<file path="config.mk">
export PLATFORM = sky130hd
export DESIGN_NAME = cycle_cost
export DESIGN_NICKNAME = d
export VERILOG_FILES = /design/src/logic/cycle_cost_pkg.sv /design/src/logic/cycle_cost.sv
export SDC_FILE = /design/constraint.sdc
export NUM_CORES = 1
export LEC_CHECK = 0
export BUFFER_PORTS_ARGS = -buffer_cell sky130_fd_sc_hd__buf_2
export CAP_MARGIN = 30
export CORE_ASPECT_RATIO = 1.75
export CORE_MARGIN = 10
export CORE_UTILIZATION = 50
export CTS_BUF_LIST = sky130_fd_sc_hd__clkbuf_16
export DETAILED_ROUTE_END_ITERATION = 10
export PLACE_DENSITY = 0.73
export REMOVE_ABC_BUFFERS = 1
export SYNTH_ARGS = -nofsm -noshare
export SYNTH_HDL_FRONTEND = slang
export SYNTH_SLANG_ARGS = --single-unit
</file>
<file path="constraint.sdc">
create_clock -name clock_i -period 1.3 [get_ports clock_i]
set_clock_uncertainty 0.2 [all_clocks]
set_input_delay 0.065 -clock clock_i [delete_from_list [all_inputs] [get_ports clock_i]]
set_output_delay 0.065 -clock clock_i [all_outputs]
set_load 0.005 [all_outputs]
</file>
<file path="src/logic/cycle_cost_pkg.sv">
// constants, codes and carriers for the instruction cycle cost calculator
// assumes a single clock; clock figures count processor clock periods, reads and writes count bus cycles
package cycle_cost_pkg;

  // ==========================================================
  // operand location modes, operation classes, result targets
  typedef enum logic [3:0] {
    M_DREG, M_AREG, M_IND, M_POSTINC, M_PREDEC, M_DISP,
    M_INDEX, M_ABS_W, M_ABS_L, M_PC_DISP, M_PC_INDEX, M_IMM
  } mode_t;

  typedef enum logic [3:0] {
    OP_MOVE, OP_ADD, OP_SUB, OP_AND, OP_OR, OP_CMP, OP_EXCLUSIVE_OR,
    OP_UNSIGNED_MULTIPLY, OP_SIGNED_MULTIPLY,
    OP_UNSIGNED_DIVIDE, OP_SIGNED_DIVIDE
  } op_class_t;

  // where a standard operation leaves its result
  typedef enum logic [1:0] {
    TO_ADDRESS_REG, TO_DATA_REG, TO_MEMORY
  } target_t;

  // ==========================================================
  // carriers
  localparam int CLK_W = 10;
  localparam int RD_W = 4;
  localparam int WR_W = 3;
  localparam int WAIT_W = 8;

  typedef struct packed {
    logic [CLK_W-1:0] clocks;
    logic [RD_W-1:0] reads;
    logic [WR_W-1:0] writes;
  } cost_t;

  typedef struct packed {
    op_class_t op;
    logic size_long;          // 1: long, 0: byte or word
    target_t target;          // standard operations only
    mode_t src_mode;
    mode_t dst_mode;          // moves, and memory target of standard ops
    logic [15:0] src_data;    // multiply source operand
    logic [WAIT_W-1:0] waits; // wait states of the memory accesses
  } request_t;

  typedef struct packed {
    cost_t cost;
    logic [CLK_W-1:0] idle;   // clocks with the bus idle
    logic illegal;            // combination has no defined timing
  } result_t;

  // ==========================================================
  // timing figures
  localparam int BUS_CYCLE_CLK = 4;
  localparam logic [CLK_W-1:0] BUS_CLK = 10'h004;
  localparam logic [CLK_W-1:0] RAISE_CLK = 10'h002;
  localparam logic [CLK_W-1:0] MUL_BASE_CLK = 10'h026;
  localparam cost_t C_NONE = '{10'h000, 4'h0, 3'h0};
  localparam cost_t C_MOVE = '{10'h004, 4'h1, 3'h0};
  localparam cost_t C_OP_BW = '{10'h004, 4'h1, 3'h0};
  localparam cost_t C_OP_L = '{10'h006, 4'h1, 3'h0};
  localparam cost_t C_AREG_BW = '{10'h008, 4'h1, 3'h0};
  localparam cost_t C_COMPARE_ADDRESS_REG = '{10'h006, 4'h1, 3'h0};
  localparam cost_t C_MEM_BW = '{10'h008, 4'h1, 3'h1};
  localparam cost_t C_MEM_L = '{10'h00c, 4'h1, 3'h2};
  localparam cost_t C_EOR_L = '{10'h008, 4'h1, 3'h0};
  localparam cost_t C_SIGNED_DIVIDE = '{10'h09e, 4'h1, 3'h0};
  localparam cost_t C_UNSIGNED_DIVIDE = '{10'h08c, 4'h1, 3'h0};
  localparam cost_t C_MUL_RD = '{10'h000, 4'h1, 3'h0};

  // operand location cost, indexed by mode_t
  localparam cost_t EA_BW [12] = '{
    '{10'h000, 4'h0, 3'h0}, '{10'h000, 4'h0, 3'h0},
    '{10'h004, 4'h1, 3'h0}, '{10'h004, 4'h1, 3'h0},
    '{10'h006, 4'h1, 3'h0}, '{10'h008, 4'h2, 3'h0},
    '{10'h00a, 4'h2, 3'h0}, '{10'h008, 4'h2, 3'h0},
    '{10'h00c, 4'h3, 3'h0}, '{10'h008, 4'h2, 3'h0},
    '{10'h00a, 4'h2, 3'h0}, '{10'h004, 4'h1, 3'h0}};
  localparam cost_t EA_L [12] = '{
    '{10'h000, 4'h0, 3'h0}, '{10'h000, 4'h0, 3'h0},
    '{10'h008, 4'h2, 3'h0}, '{10'h008, 4'h2, 3'h0},
    '{10'h00a, 4'h2, 3'h0}, '{10'h00c, 4'h3, 3'h0},
    '{10'h00e, 4'h3, 3'h0}, '{10'h00c, 4'h3, 3'h0},
    '{10'h010, 4'h4, 3'h0}, '{10'h00c, 4'h3, 3'h0},
    '{10'h00e, 4'h3, 3'h0}, '{10'h008, 4'h2, 3'h0}};

  // move destination cost, indexed by mode_t (pc and immediate unused)
  localparam cost_t MV_DST_BW [12] = '{
    '{10'h000, 4'h0, 3'h0}, '{10'h000, 4'h0, 3'h0},
    '{10'h004, 4'h0, 3'h1}, '{10'h004, 4'h0, 3'h1},
    '{10'h004, 4'h0, 3'h1}, '{10'h008, 4'h1, 3'h1},
    '{10'h00a, 4'h1, 3'h1}, '{10'h008, 4'h1, 3'h1},
    '{10'h00c, 4'h2, 3'h1}, '{10'h000, 4'h0, 3'h0},
    '{10'h000, 4'h0, 3'h0}, '{10'h000, 4'h0, 3'h0}};
  localparam cost_t MV_DST_L [12] = '{
    '{10'h000, 4'h0, 3'h0}, '{10'h000, 4'h0, 3'h0},
    '{10'h008, 4'h0, 3'h2}, '{10'h008, 4'h0, 3'h2},
    '{10'h008, 4'h0, 3'h2}, '{10'h00c, 4'h1, 3'h2},
    '{10'h00e, 4'h1, 3'h2}, '{10'h00c, 4'h1, 3'h2},
    '{10'h010, 4'h2, 3'h2}, '{10'h000, 4'h0, 3'h0},
    '{10'h000, 4'h0, 3'h0}, '{10'h000, 4'h0, 3'h0}};

endpackage : cycle_cost_pkg

</file>
<file path="src/logic/cycle_cost.sv">
// instruction cycle cost calculator: clocks, read and write bus cycles
// assumes requests come from logic on clock_i; one result per request
//
// Behaviour
// - byte/word moves cost per mode pair
// - long moves cost per mode pair
// - move totals include fetch, reads, writes
// - index size never changes the cost
// - operation times include store and next fetch
// - plus entries add operand location cost fieldwise
// - add/sub costs into register and memory
// - long six-clock add/sub/and/or base becomes eight for register/immediate
// - exclusive or to register needs data register source
// - divide maxima 158 and 140, one read
// - multiply/divide add word-size location cost
// - multiply is 38 plus 2n clocks
// - unsigned multiply n counts one bits
// - signed multiply n counts bit changes
// - bus cycles take four clocks each
// - wait states add to the total
// - clocks, reads, writes; remainder is idle
`timescale 1ns/100ps
`default_nettype none

module cycle_cost
  import cycle_cost_pkg::*;
(
  input wire logic clock_i,       // 100 MHz core clock
  input wire logic rst_n_i,       // asynchronous reset, active low
  input wire logic req_valid_i,   // one-cycle request strobe
  input wire request_t req_i,     // instruction description
  output var logic done_o,        // one-cycle result strobe
  output var result_t result_o    // held until the next result
);

  // ==========================================================
  // multiply data-dependent count
  logic [16:0] ext_src;
  logic [15:0] change_bits;
  logic [4:0] ones_n;
  logic [4:0] change_n;

  // zero below the lsb; each neighbour pair that differs counts
  assign ext_src = {req_i.src_data, 1'b0};
  for (genvar i = 0; i < 16; i++) begin : g_pair
    assign change_bits[i] = ext_src[i+1] ^ ext_src[i];
  end

  // population counts for both multiply flavours
  always_comb begin
    ones_n = 5'h00;
    change_n = 5'h00;
    for (int k = 0; k < 16; k++) begin
      ones_n = ones_n + {4'h0, req_i.src_data[k]};
      change_n = change_n + {4'h0, change_bits[k]};
    end
  end

  // ==========================================================
  // cost selection
  function automatic cost_t add_cost(input cost_t a, input cost_t b);
    add_cost.clocks = a.clocks + b.clocks;
    add_cost.reads = a.reads + b.reads;
    add_cost.writes = a.writes + b.writes;
  endfunction

  function automatic logic is_mem_alt(input mode_t m);
    is_mem_alt = !(m == M_DREG || m == M_AREG || m == M_PC_DISP ||
                   m == M_PC_INDEX || m == M_IMM);
  endfunction

  cost_t ea_src;
  cost_t ea_dst;
  cost_t ea_src_w;
  cost_t base;
  cost_t total;
  logic raise;
  logic illegal;
  logic [CLK_W-1:0] bus_clk;
  logic [CLK_W-1:0] idle;
  logic [4:0] mul_n;

  // index modes carry one figure only, whatever the index size
  always_comb begin
    ea_src = req_i.size_long ? EA_L[req_i.src_mode] :
                               EA_BW[req_i.src_mode];
    ea_dst = req_i.size_long ? EA_L[req_i.dst_mode] :
                               EA_BW[req_i.dst_mode];
    ea_src_w = EA_BW[req_i.src_mode];
  end

  // base cost by class, plus the location cost where it applies
  always_comb begin
    base = C_NONE;
    illegal = 1'b0;
    raise = 1'b0;
    mul_n = (req_i.op == OP_SIGNED_MULTIPLY) ? change_n : ones_n;
    case (req_i.op)
      OP_MOVE: begin
        // fetch plus source location cost plus destination table reads and writes
        base = add_cost(C_MOVE, ea_src);
        base = add_cost(base, req_i.size_long ?
                        MV_DST_L[req_i.dst_mode] :
                        MV_DST_BW[req_i.dst_mode]);
        // long pc-relative to absolute long stands at five reads
        if (req_i.size_long && req_i.src_mode == M_PC_DISP &&
            req_i.dst_mode == M_ABS_L) begin
          base.reads = base.reads - 4'h1;
        end
        illegal = (req_i.dst_mode == M_PC_DISP) ||
                  (req_i.dst_mode == M_PC_INDEX) ||
                  (req_i.dst_mode == M_IMM);
      end
      OP_ADD, OP_SUB, OP_AND, OP_OR: begin
        case (req_i.target)
          TO_ADDRESS_REG: begin
            base = add_cost(req_i.size_long ? C_OP_L : C_AREG_BW,
                            ea_src);
            raise = req_i.size_long;
            // add/sub word form is legal and shares its size code with byte; and/or flagged
            illegal = req_i.op == OP_AND || req_i.op == OP_OR;
          end
          TO_DATA_REG: begin
            base = add_cost(req_i.size_long ? C_OP_L : C_OP_BW,
                            ea_src);
            raise = req_i.size_long;
          end
          TO_MEMORY: begin
            base = add_cost(req_i.size_long ? C_MEM_L : C_MEM_BW,
                            ea_dst);
            illegal = !is_mem_alt(req_i.dst_mode);
          end
          default: illegal = 1'b1;
        endcase
      end
      OP_CMP: begin
        case (req_i.target)
          TO_ADDRESS_REG: begin
            base = add_cost(C_COMPARE_ADDRESS_REG, ea_src);
            // byte and word share one size code, so never flagged
          end
          TO_DATA_REG: begin
            base = add_cost(req_i.size_long ? C_OP_L : C_OP_BW,
                            ea_src);
          end
          default: illegal = 1'b1;
        endcase
      end
      OP_EXCLUSIVE_OR: begin
        case (req_i.target)
          TO_DATA_REG: begin
            // only a data register source; no location cost
            base = req_i.size_long ? C_EOR_L : C_OP_BW;
            illegal = (req_i.src_mode != M_DREG);
          end
          TO_MEMORY: begin
            base = add_cost(req_i.size_long ? C_MEM_L : C_MEM_BW,
                            ea_dst);
            illegal = !is_mem_alt(req_i.dst_mode);
          end
          default: illegal = 1'b1;
        endcase
      end
      OP_UNSIGNED_MULTIPLY, OP_SIGNED_MULTIPLY: begin
        base = C_MUL_RD;
        base.clocks = MUL_BASE_CLK + {4'h0, mul_n, 1'b0};
        base = add_cost(base, ea_src_w);
        illegal = (req_i.target != TO_DATA_REG) ||
                  (req_i.src_mode == M_AREG);
      end
      OP_UNSIGNED_DIVIDE: begin
        base = add_cost(C_UNSIGNED_DIVIDE, ea_src_w);
        illegal = (req_i.target != TO_DATA_REG) ||
                  (req_i.src_mode == M_AREG);
      end
      OP_SIGNED_DIVIDE: begin
        base = add_cost(C_SIGNED_DIVIDE, ea_src_w);
        illegal = (req_i.target != TO_DATA_REG) ||
                  (req_i.src_mode == M_AREG);
      end
      default: illegal = 1'b1;
    endcase
  end

  // six-clock long add/sub/and/or base grows by two for register or immediate source
  always_comb begin
    total = base;
    if (raise && (req_i.src_mode == M_DREG ||
                  req_i.src_mode == M_AREG ||
                  req_i.src_mode == M_IMM)) begin
      total.clocks = base.clocks + RAISE_CLK;
    end
    total.clocks = total.clocks + {2'b00, req_i.waits};
  end

  // idle remainder: neither a bus cycle nor a wait state
  always_comb begin
    bus_clk = CLK_W'(BUS_CYCLE_CLK * (32'(total.reads) +
                                      32'(total.writes)));
    idle = total.clocks - {2'b00, req_i.waits} - bus_clk;
  end

  // ==========================================================
  // result registers
  logic done_r;
  logic done_nxt;
  result_t result_r;
  result_t result_nxt;

  // result stands until the next request replaces it
  always_comb begin
    done_nxt = req_valid_i;
    result_nxt = result_r;
    if (req_valid_i) begin
      result_nxt.cost = total;
      result_nxt.idle = idle;
      result_nxt.illegal = illegal;
    end
  end

  always_ff @(posedge clock_i or negedge rst_n_i) begin
    if (!rst_n_i) begin
      done_r <= 1'b0;
      result_r <= '0;
    end else begin
      done_r <= done_nxt;
      result_r <= result_nxt;
    end
  end

  assign done_o = done_r;
  assign result_o = result_r;
endmodule : cycle_cost

`default_nettype wire

</file>
==> impl_results.rst <==
.. list-table::
   :header-rows: 1

   * - Metric
     - Value
   * - Outcome
     - complete, but fails checks
   * - Violations in the final reports
     - setup timing
   * - Overall track demand over capacity in global routing
     - between 20% and 30%
   * - Crit end category
     - register
   * - Total leakage power
     - 0.00395 µW
   * - Max-capacitance violation count
     - 0
   * - Clk sink count
     - 27
   * - EDFF count, synth
     - 0
   * - Final Hold Slack
     - 14.9 ps
   * - Placed Instance Area
     - 6720 µm²
   * - Hold Fails Final Rpt
     - 0
   * - Via density per instance
     - 5.87
   * - Critical Setup Path Class
     - primary input to register
   * - Global-route wire length before repair
     - 30.9 mm
   * - Register bit count reported by yosys
     - 27
   * - Root Buffer
     - sky130_fd_sc_hd__clkbuf_16
   * - H-tree level count
     - 1
   * - Port-buffer cells
     - 68
   * - Placeable core region
     - 9850 µm²
   * - Overall die width
     - 95.6 µm
   * - Max stage delay on crit path
     - approximately 570 ps
   * - CP Data Required Time
     - 1270 ps
   * - Final net count
     - 991
   * - Number of cells after detailed placement
     - 940
   * - Routed len/inst
     - between 20 and 25 µm
   * - Hold Path Stages
     - 2
   * - Synthesized area per cell
     - 8.48 µm²
   * - Maximum number of pins on one net before global-route repair
     - 28
   * - Count of antenna diodes in the layout
     - 0
   * - Top-level port count
     - 71
   * - Post-layout min period
     - 7610 ps
   * - Busiest metal layer after global routing
     - met2
   * - Mapped Cells
     - 590
   * - Fraction of layout cells with a size suffix above 1
     - 47.7%
   * - Count of unique library cells instantiated by Yosys
     - 76
   * - Vert. Die Dim
     - 152 µm
   * - Area growth from synthesis to layout
     - 57.3%
   * - Headroom to the max-slew limit
     - 58.3%
   * - Clock latency on the worst-skew pair
     - 270 ps
   * - Top area cells in the synthesized netlist
     - sky130_fd_sc_hd__ha_1, sky130_fd_sc_hd__dfrtp_1, sky130_fd_sc_hd__fa_1, sky130_fd_sc_hd__inv_1, sky130_fd_sc_hd__xnor2_1
   * - Sequential-to-total area share from yosys stat
     - a little over an eighth
   * - Count leader, synth
     - sky130_fd_sc_hd__inv_1
   * - End point of the worst hold path
     - done_o
   * - Number of placement rows
     - 48
   * - Tightest Hold Check Type
     - primary input to register
   * - Initial antenna violation count
     - 0
   * - Total iterations of the first detailed-routing run
     - 5
   * - Async set or reset register ratio after synthesis
     - 100%
   * - Multi-input gate area
     - 4570 µm²
   * - End of the worst register-to-register path
     - result_o[9]
   * - Full die area
     - 14,600 µm²
   * - Beginning of the worst hold path
     - req_valid_i
   * - Clock tree from TritonCTS
     - done
   * - Setup repair after global routing missed its margin
     - yes
   * - Global routing met3 resource utilization
     - 4.64%
   * - Crit path arrival time
     - approximately 7600 ps
   * - Total number of vias
     - 5,707
   * - Most common cell on crit path
     - sky130_fd_sc_hd__fa_1
   * - Post-route non-filler standard cell count
     - 972
   * - Worst ir drop on vdd
     - roughly 2.7 mV
   * - Setup TNS after final layout
     - -97,150 ps
   * - Power density over the cells
     - about 1800 nW/µm²
   * - Worst Path Buf+Inv
     - 5
   * - Maximum count of clock buffers along a single path
     - 2
   * - Post-synth top cells
     - sky130_fd_sc_hd__inv_1, sky130_fd_sc_hd__ha_1, sky130_fd_sc_hd__a21oi_1
   * - Portion of synthesized cell area occupied by the leading cell type
     - approximately 18%
   * - Synth warnings
     - 0
   * - Max Transition Viols Final
     - 0
   * - Cell taking the most area after synthesis
     - sky130_fd_sc_hd__ha_1
   * - GPL Wtd Cong
     - 1.02
   * - Power Total
     - 14,300 µW
   * - Num CTS Buffers
     - 3
   * - Worst R2R Setup Slack
     - 270 ps
   * - Post-route cell area
     - 7880 µm²
   * - M2 GR Usage
     - approximately half
   * - Syn Std Cell Area
     - between 5000 and 6000 µm²
   * - DRT antenna net count
     - 0
   * - Remaining design rule violation count
     - 0
   * - Filler cell count
     - around 580
   * - Dominant delay contributor by cell family on the critical path
     - adder cells
   * - Number of cells on the worst reg-to-reg path
     - 2
   * - Starting Density
     - 50.8%
   * - Number of setup violations in the final report
     - 24
   * - Footprint of the flip-flops and latches
     - 676 µm²
   * - Peak Freq
     - 0.131 GHz
   * - Global Route met1 Usage
     - 23.9%
   * - Worst-path maximum fanout
     - 3
   * - Final worst path period share
     - 585%
   * - Routed wire length
     - 21.3 mm
   * - Clock transition at the registers of the reported paths
     - 70 ps
   * - Setup slack after layout
     - -6310 ps
   * - Actual transition at the worst max-transition pin
     - roughly 630 ps
   * - Synth Flop Type
     - sky130_fd_sc_hd__dfrtp_1
   * - Number of global-route vias before repair
     - between 6,000 and 7,000
   * - Worst r2r src
     - result_o[9]
   * - Critical path launch point type
     - primary input
   * - First-iteration detailed-routing DRC count
     - 379
   * - Detailed Place HPWL
     - 14.8 mm
   * - Master of the slowest instance on the critical path
     - sky130_fd_sc_hd__fa_1
   * - Global-route congestion overflow total
     - 0
==> report_power, final <==
group          switching, µW  total, µW  leakage, µW  internal (µW)
clock network            309        723    0.0000423            414
registers                180       1310     0.000327           1130
logic                   5910      12300      0.00358           6370
total                   6400      14300      0.00395           7920
==> cells by family after synthesis <==
group / Yosys count / synth area share [%]
xor+xnor: 51 / 8.92
simple gates: 145 / 16.4
fa+ha+maj: 101 / 29.7
compound gates: 140 / 18.6
flops: 27 / 13.5
other cells: 1 / 0.0749
buf+inv: 108 / 8.97
mux: 17 / 3.77
==> area by class of cell <==
cell class,instances,share of cell area [%]
clock buffer,3,0.953
multi-input combinational,456,58.0
inverter,85,4.37
tap,125,1.99
clock inverter,1,0.0477
timing repair buffer,275,26.1
sequential,27,8.58
==> cell usage in the layout, fill, tap and decap left out, types with 4 or more instances in the layout <==
master,Yosys,final
sky130_fd_sc_hd__a21o_1,14,14
sky130_fd_sc_hd__a21oi_1,37,21
sky130_fd_sc_hd__a21oi_2,0,13
sky130_fd_sc_hd__and2_1,5,6
sky130_fd_sc_hd__buf_2,5,59
sky130_fd_sc_hd__buf_4,4,185
sky130_fd_sc_hd__buf_6,3,22
sky130_fd_sc_hd__buf_8,0,4
sky130_fd_sc_hd__dfrtp_1,27,27
sky130_fd_sc_hd__dlygate4sd3_1,0,4
sky130_fd_sc_hd__fa_1,30,26
sky130_fd_sc_hd__fa_2,0,4
sky130_fd_sc_hd__ha_1,71,54
sky130_fd_sc_hd__ha_4,0,15
sky130_fd_sc_hd__inv_1,83,68
sky130_fd_sc_hd__inv_2,1,11
sky130_fd_sc_hd__inv_6,0,4
sky130_fd_sc_hd__mux2_2,15,5
sky130_fd_sc_hd__mux2_4,0,10
sky130_fd_sc_hd__nand2_1,32,32
sky130_fd_sc_hd__nand2b_1,10,10
sky130_fd_sc_hd__nand3_1,11,11
sky130_fd_sc_hd__nor2_1,31,27
sky130_fd_sc_hd__nor2_2,1,5
sky130_fd_sc_hd__nor2b_1,9,8
sky130_fd_sc_hd__nor3_1,11,8
sky130_fd_sc_hd__nor3b_1,4,4
sky130_fd_sc_hd__o211ai_1,5,5
sky130_fd_sc_hd__o21ai_0,31,19
sky130_fd_sc_hd__o21ai_1,1,6
sky130_fd_sc_hd__o21ai_2,0,7
sky130_fd_sc_hd__o21bai_1,5,4
sky130_fd_sc_hd__xnor2_1,27,18
sky130_fd_sc_hd__xnor2_2,0,7
sky130_fd_sc_hd__xor2_1,24,17
sky130_fd_sc_hd__xor2_2,0,6
==> metrics by stage <==
stage                     setup slack, ps  utilization, %
after floorplan                     -6400               -
after global placement              -6650            68.2
after detailed placement            -6880            68.2
after CTS                           -6180            77.1
after global routing                -6610            80.0
final                               -6310            80.0
==> layer usage <==
layer | part of all wire, % | wire length [µm] | vias to the layer above
met5 | 0 | 0 | -
met4 | 10 | 2140 | 0
met3 | 5.4 | 1150 | 125
met2 | 52 | 11200 | 306
met1 | 32 | 6820 | 2738
li1 | - | - | 2538
==> flip-flops by register name, indices dropped and copies added, names as in the netlist <==
name,cells
done_o,1
result_o,26
==> how the worst max path moves through the flow <==
stage,startpoint,end,slack [ps],depth (start not counted)
4_1_cts,req_i[20],result_o[9],-6180,31
2_1_floorplan,req_i[13],result_o[9],-6400,33
6_report,req_i[14],result_o[9],-6310,31
5_1_grt,req_i[13],result_o[9],-6610,32
3_5_place_dp,req_i[13],result_o[9],-6880,34
3_3_place_gp,req_i[13],result_o[9],-6650,34
==> timing repair <==
action                                  CTS  global route
pin swaps                                71            66
hold buffers                              4             0
setup buffers                            29            12
resized for setup                       135            70
endpoints found under the setup margin   24            24
endpoints found under the hold margin    30             0
Note: power is estimated with default switching activity, not from simulation.
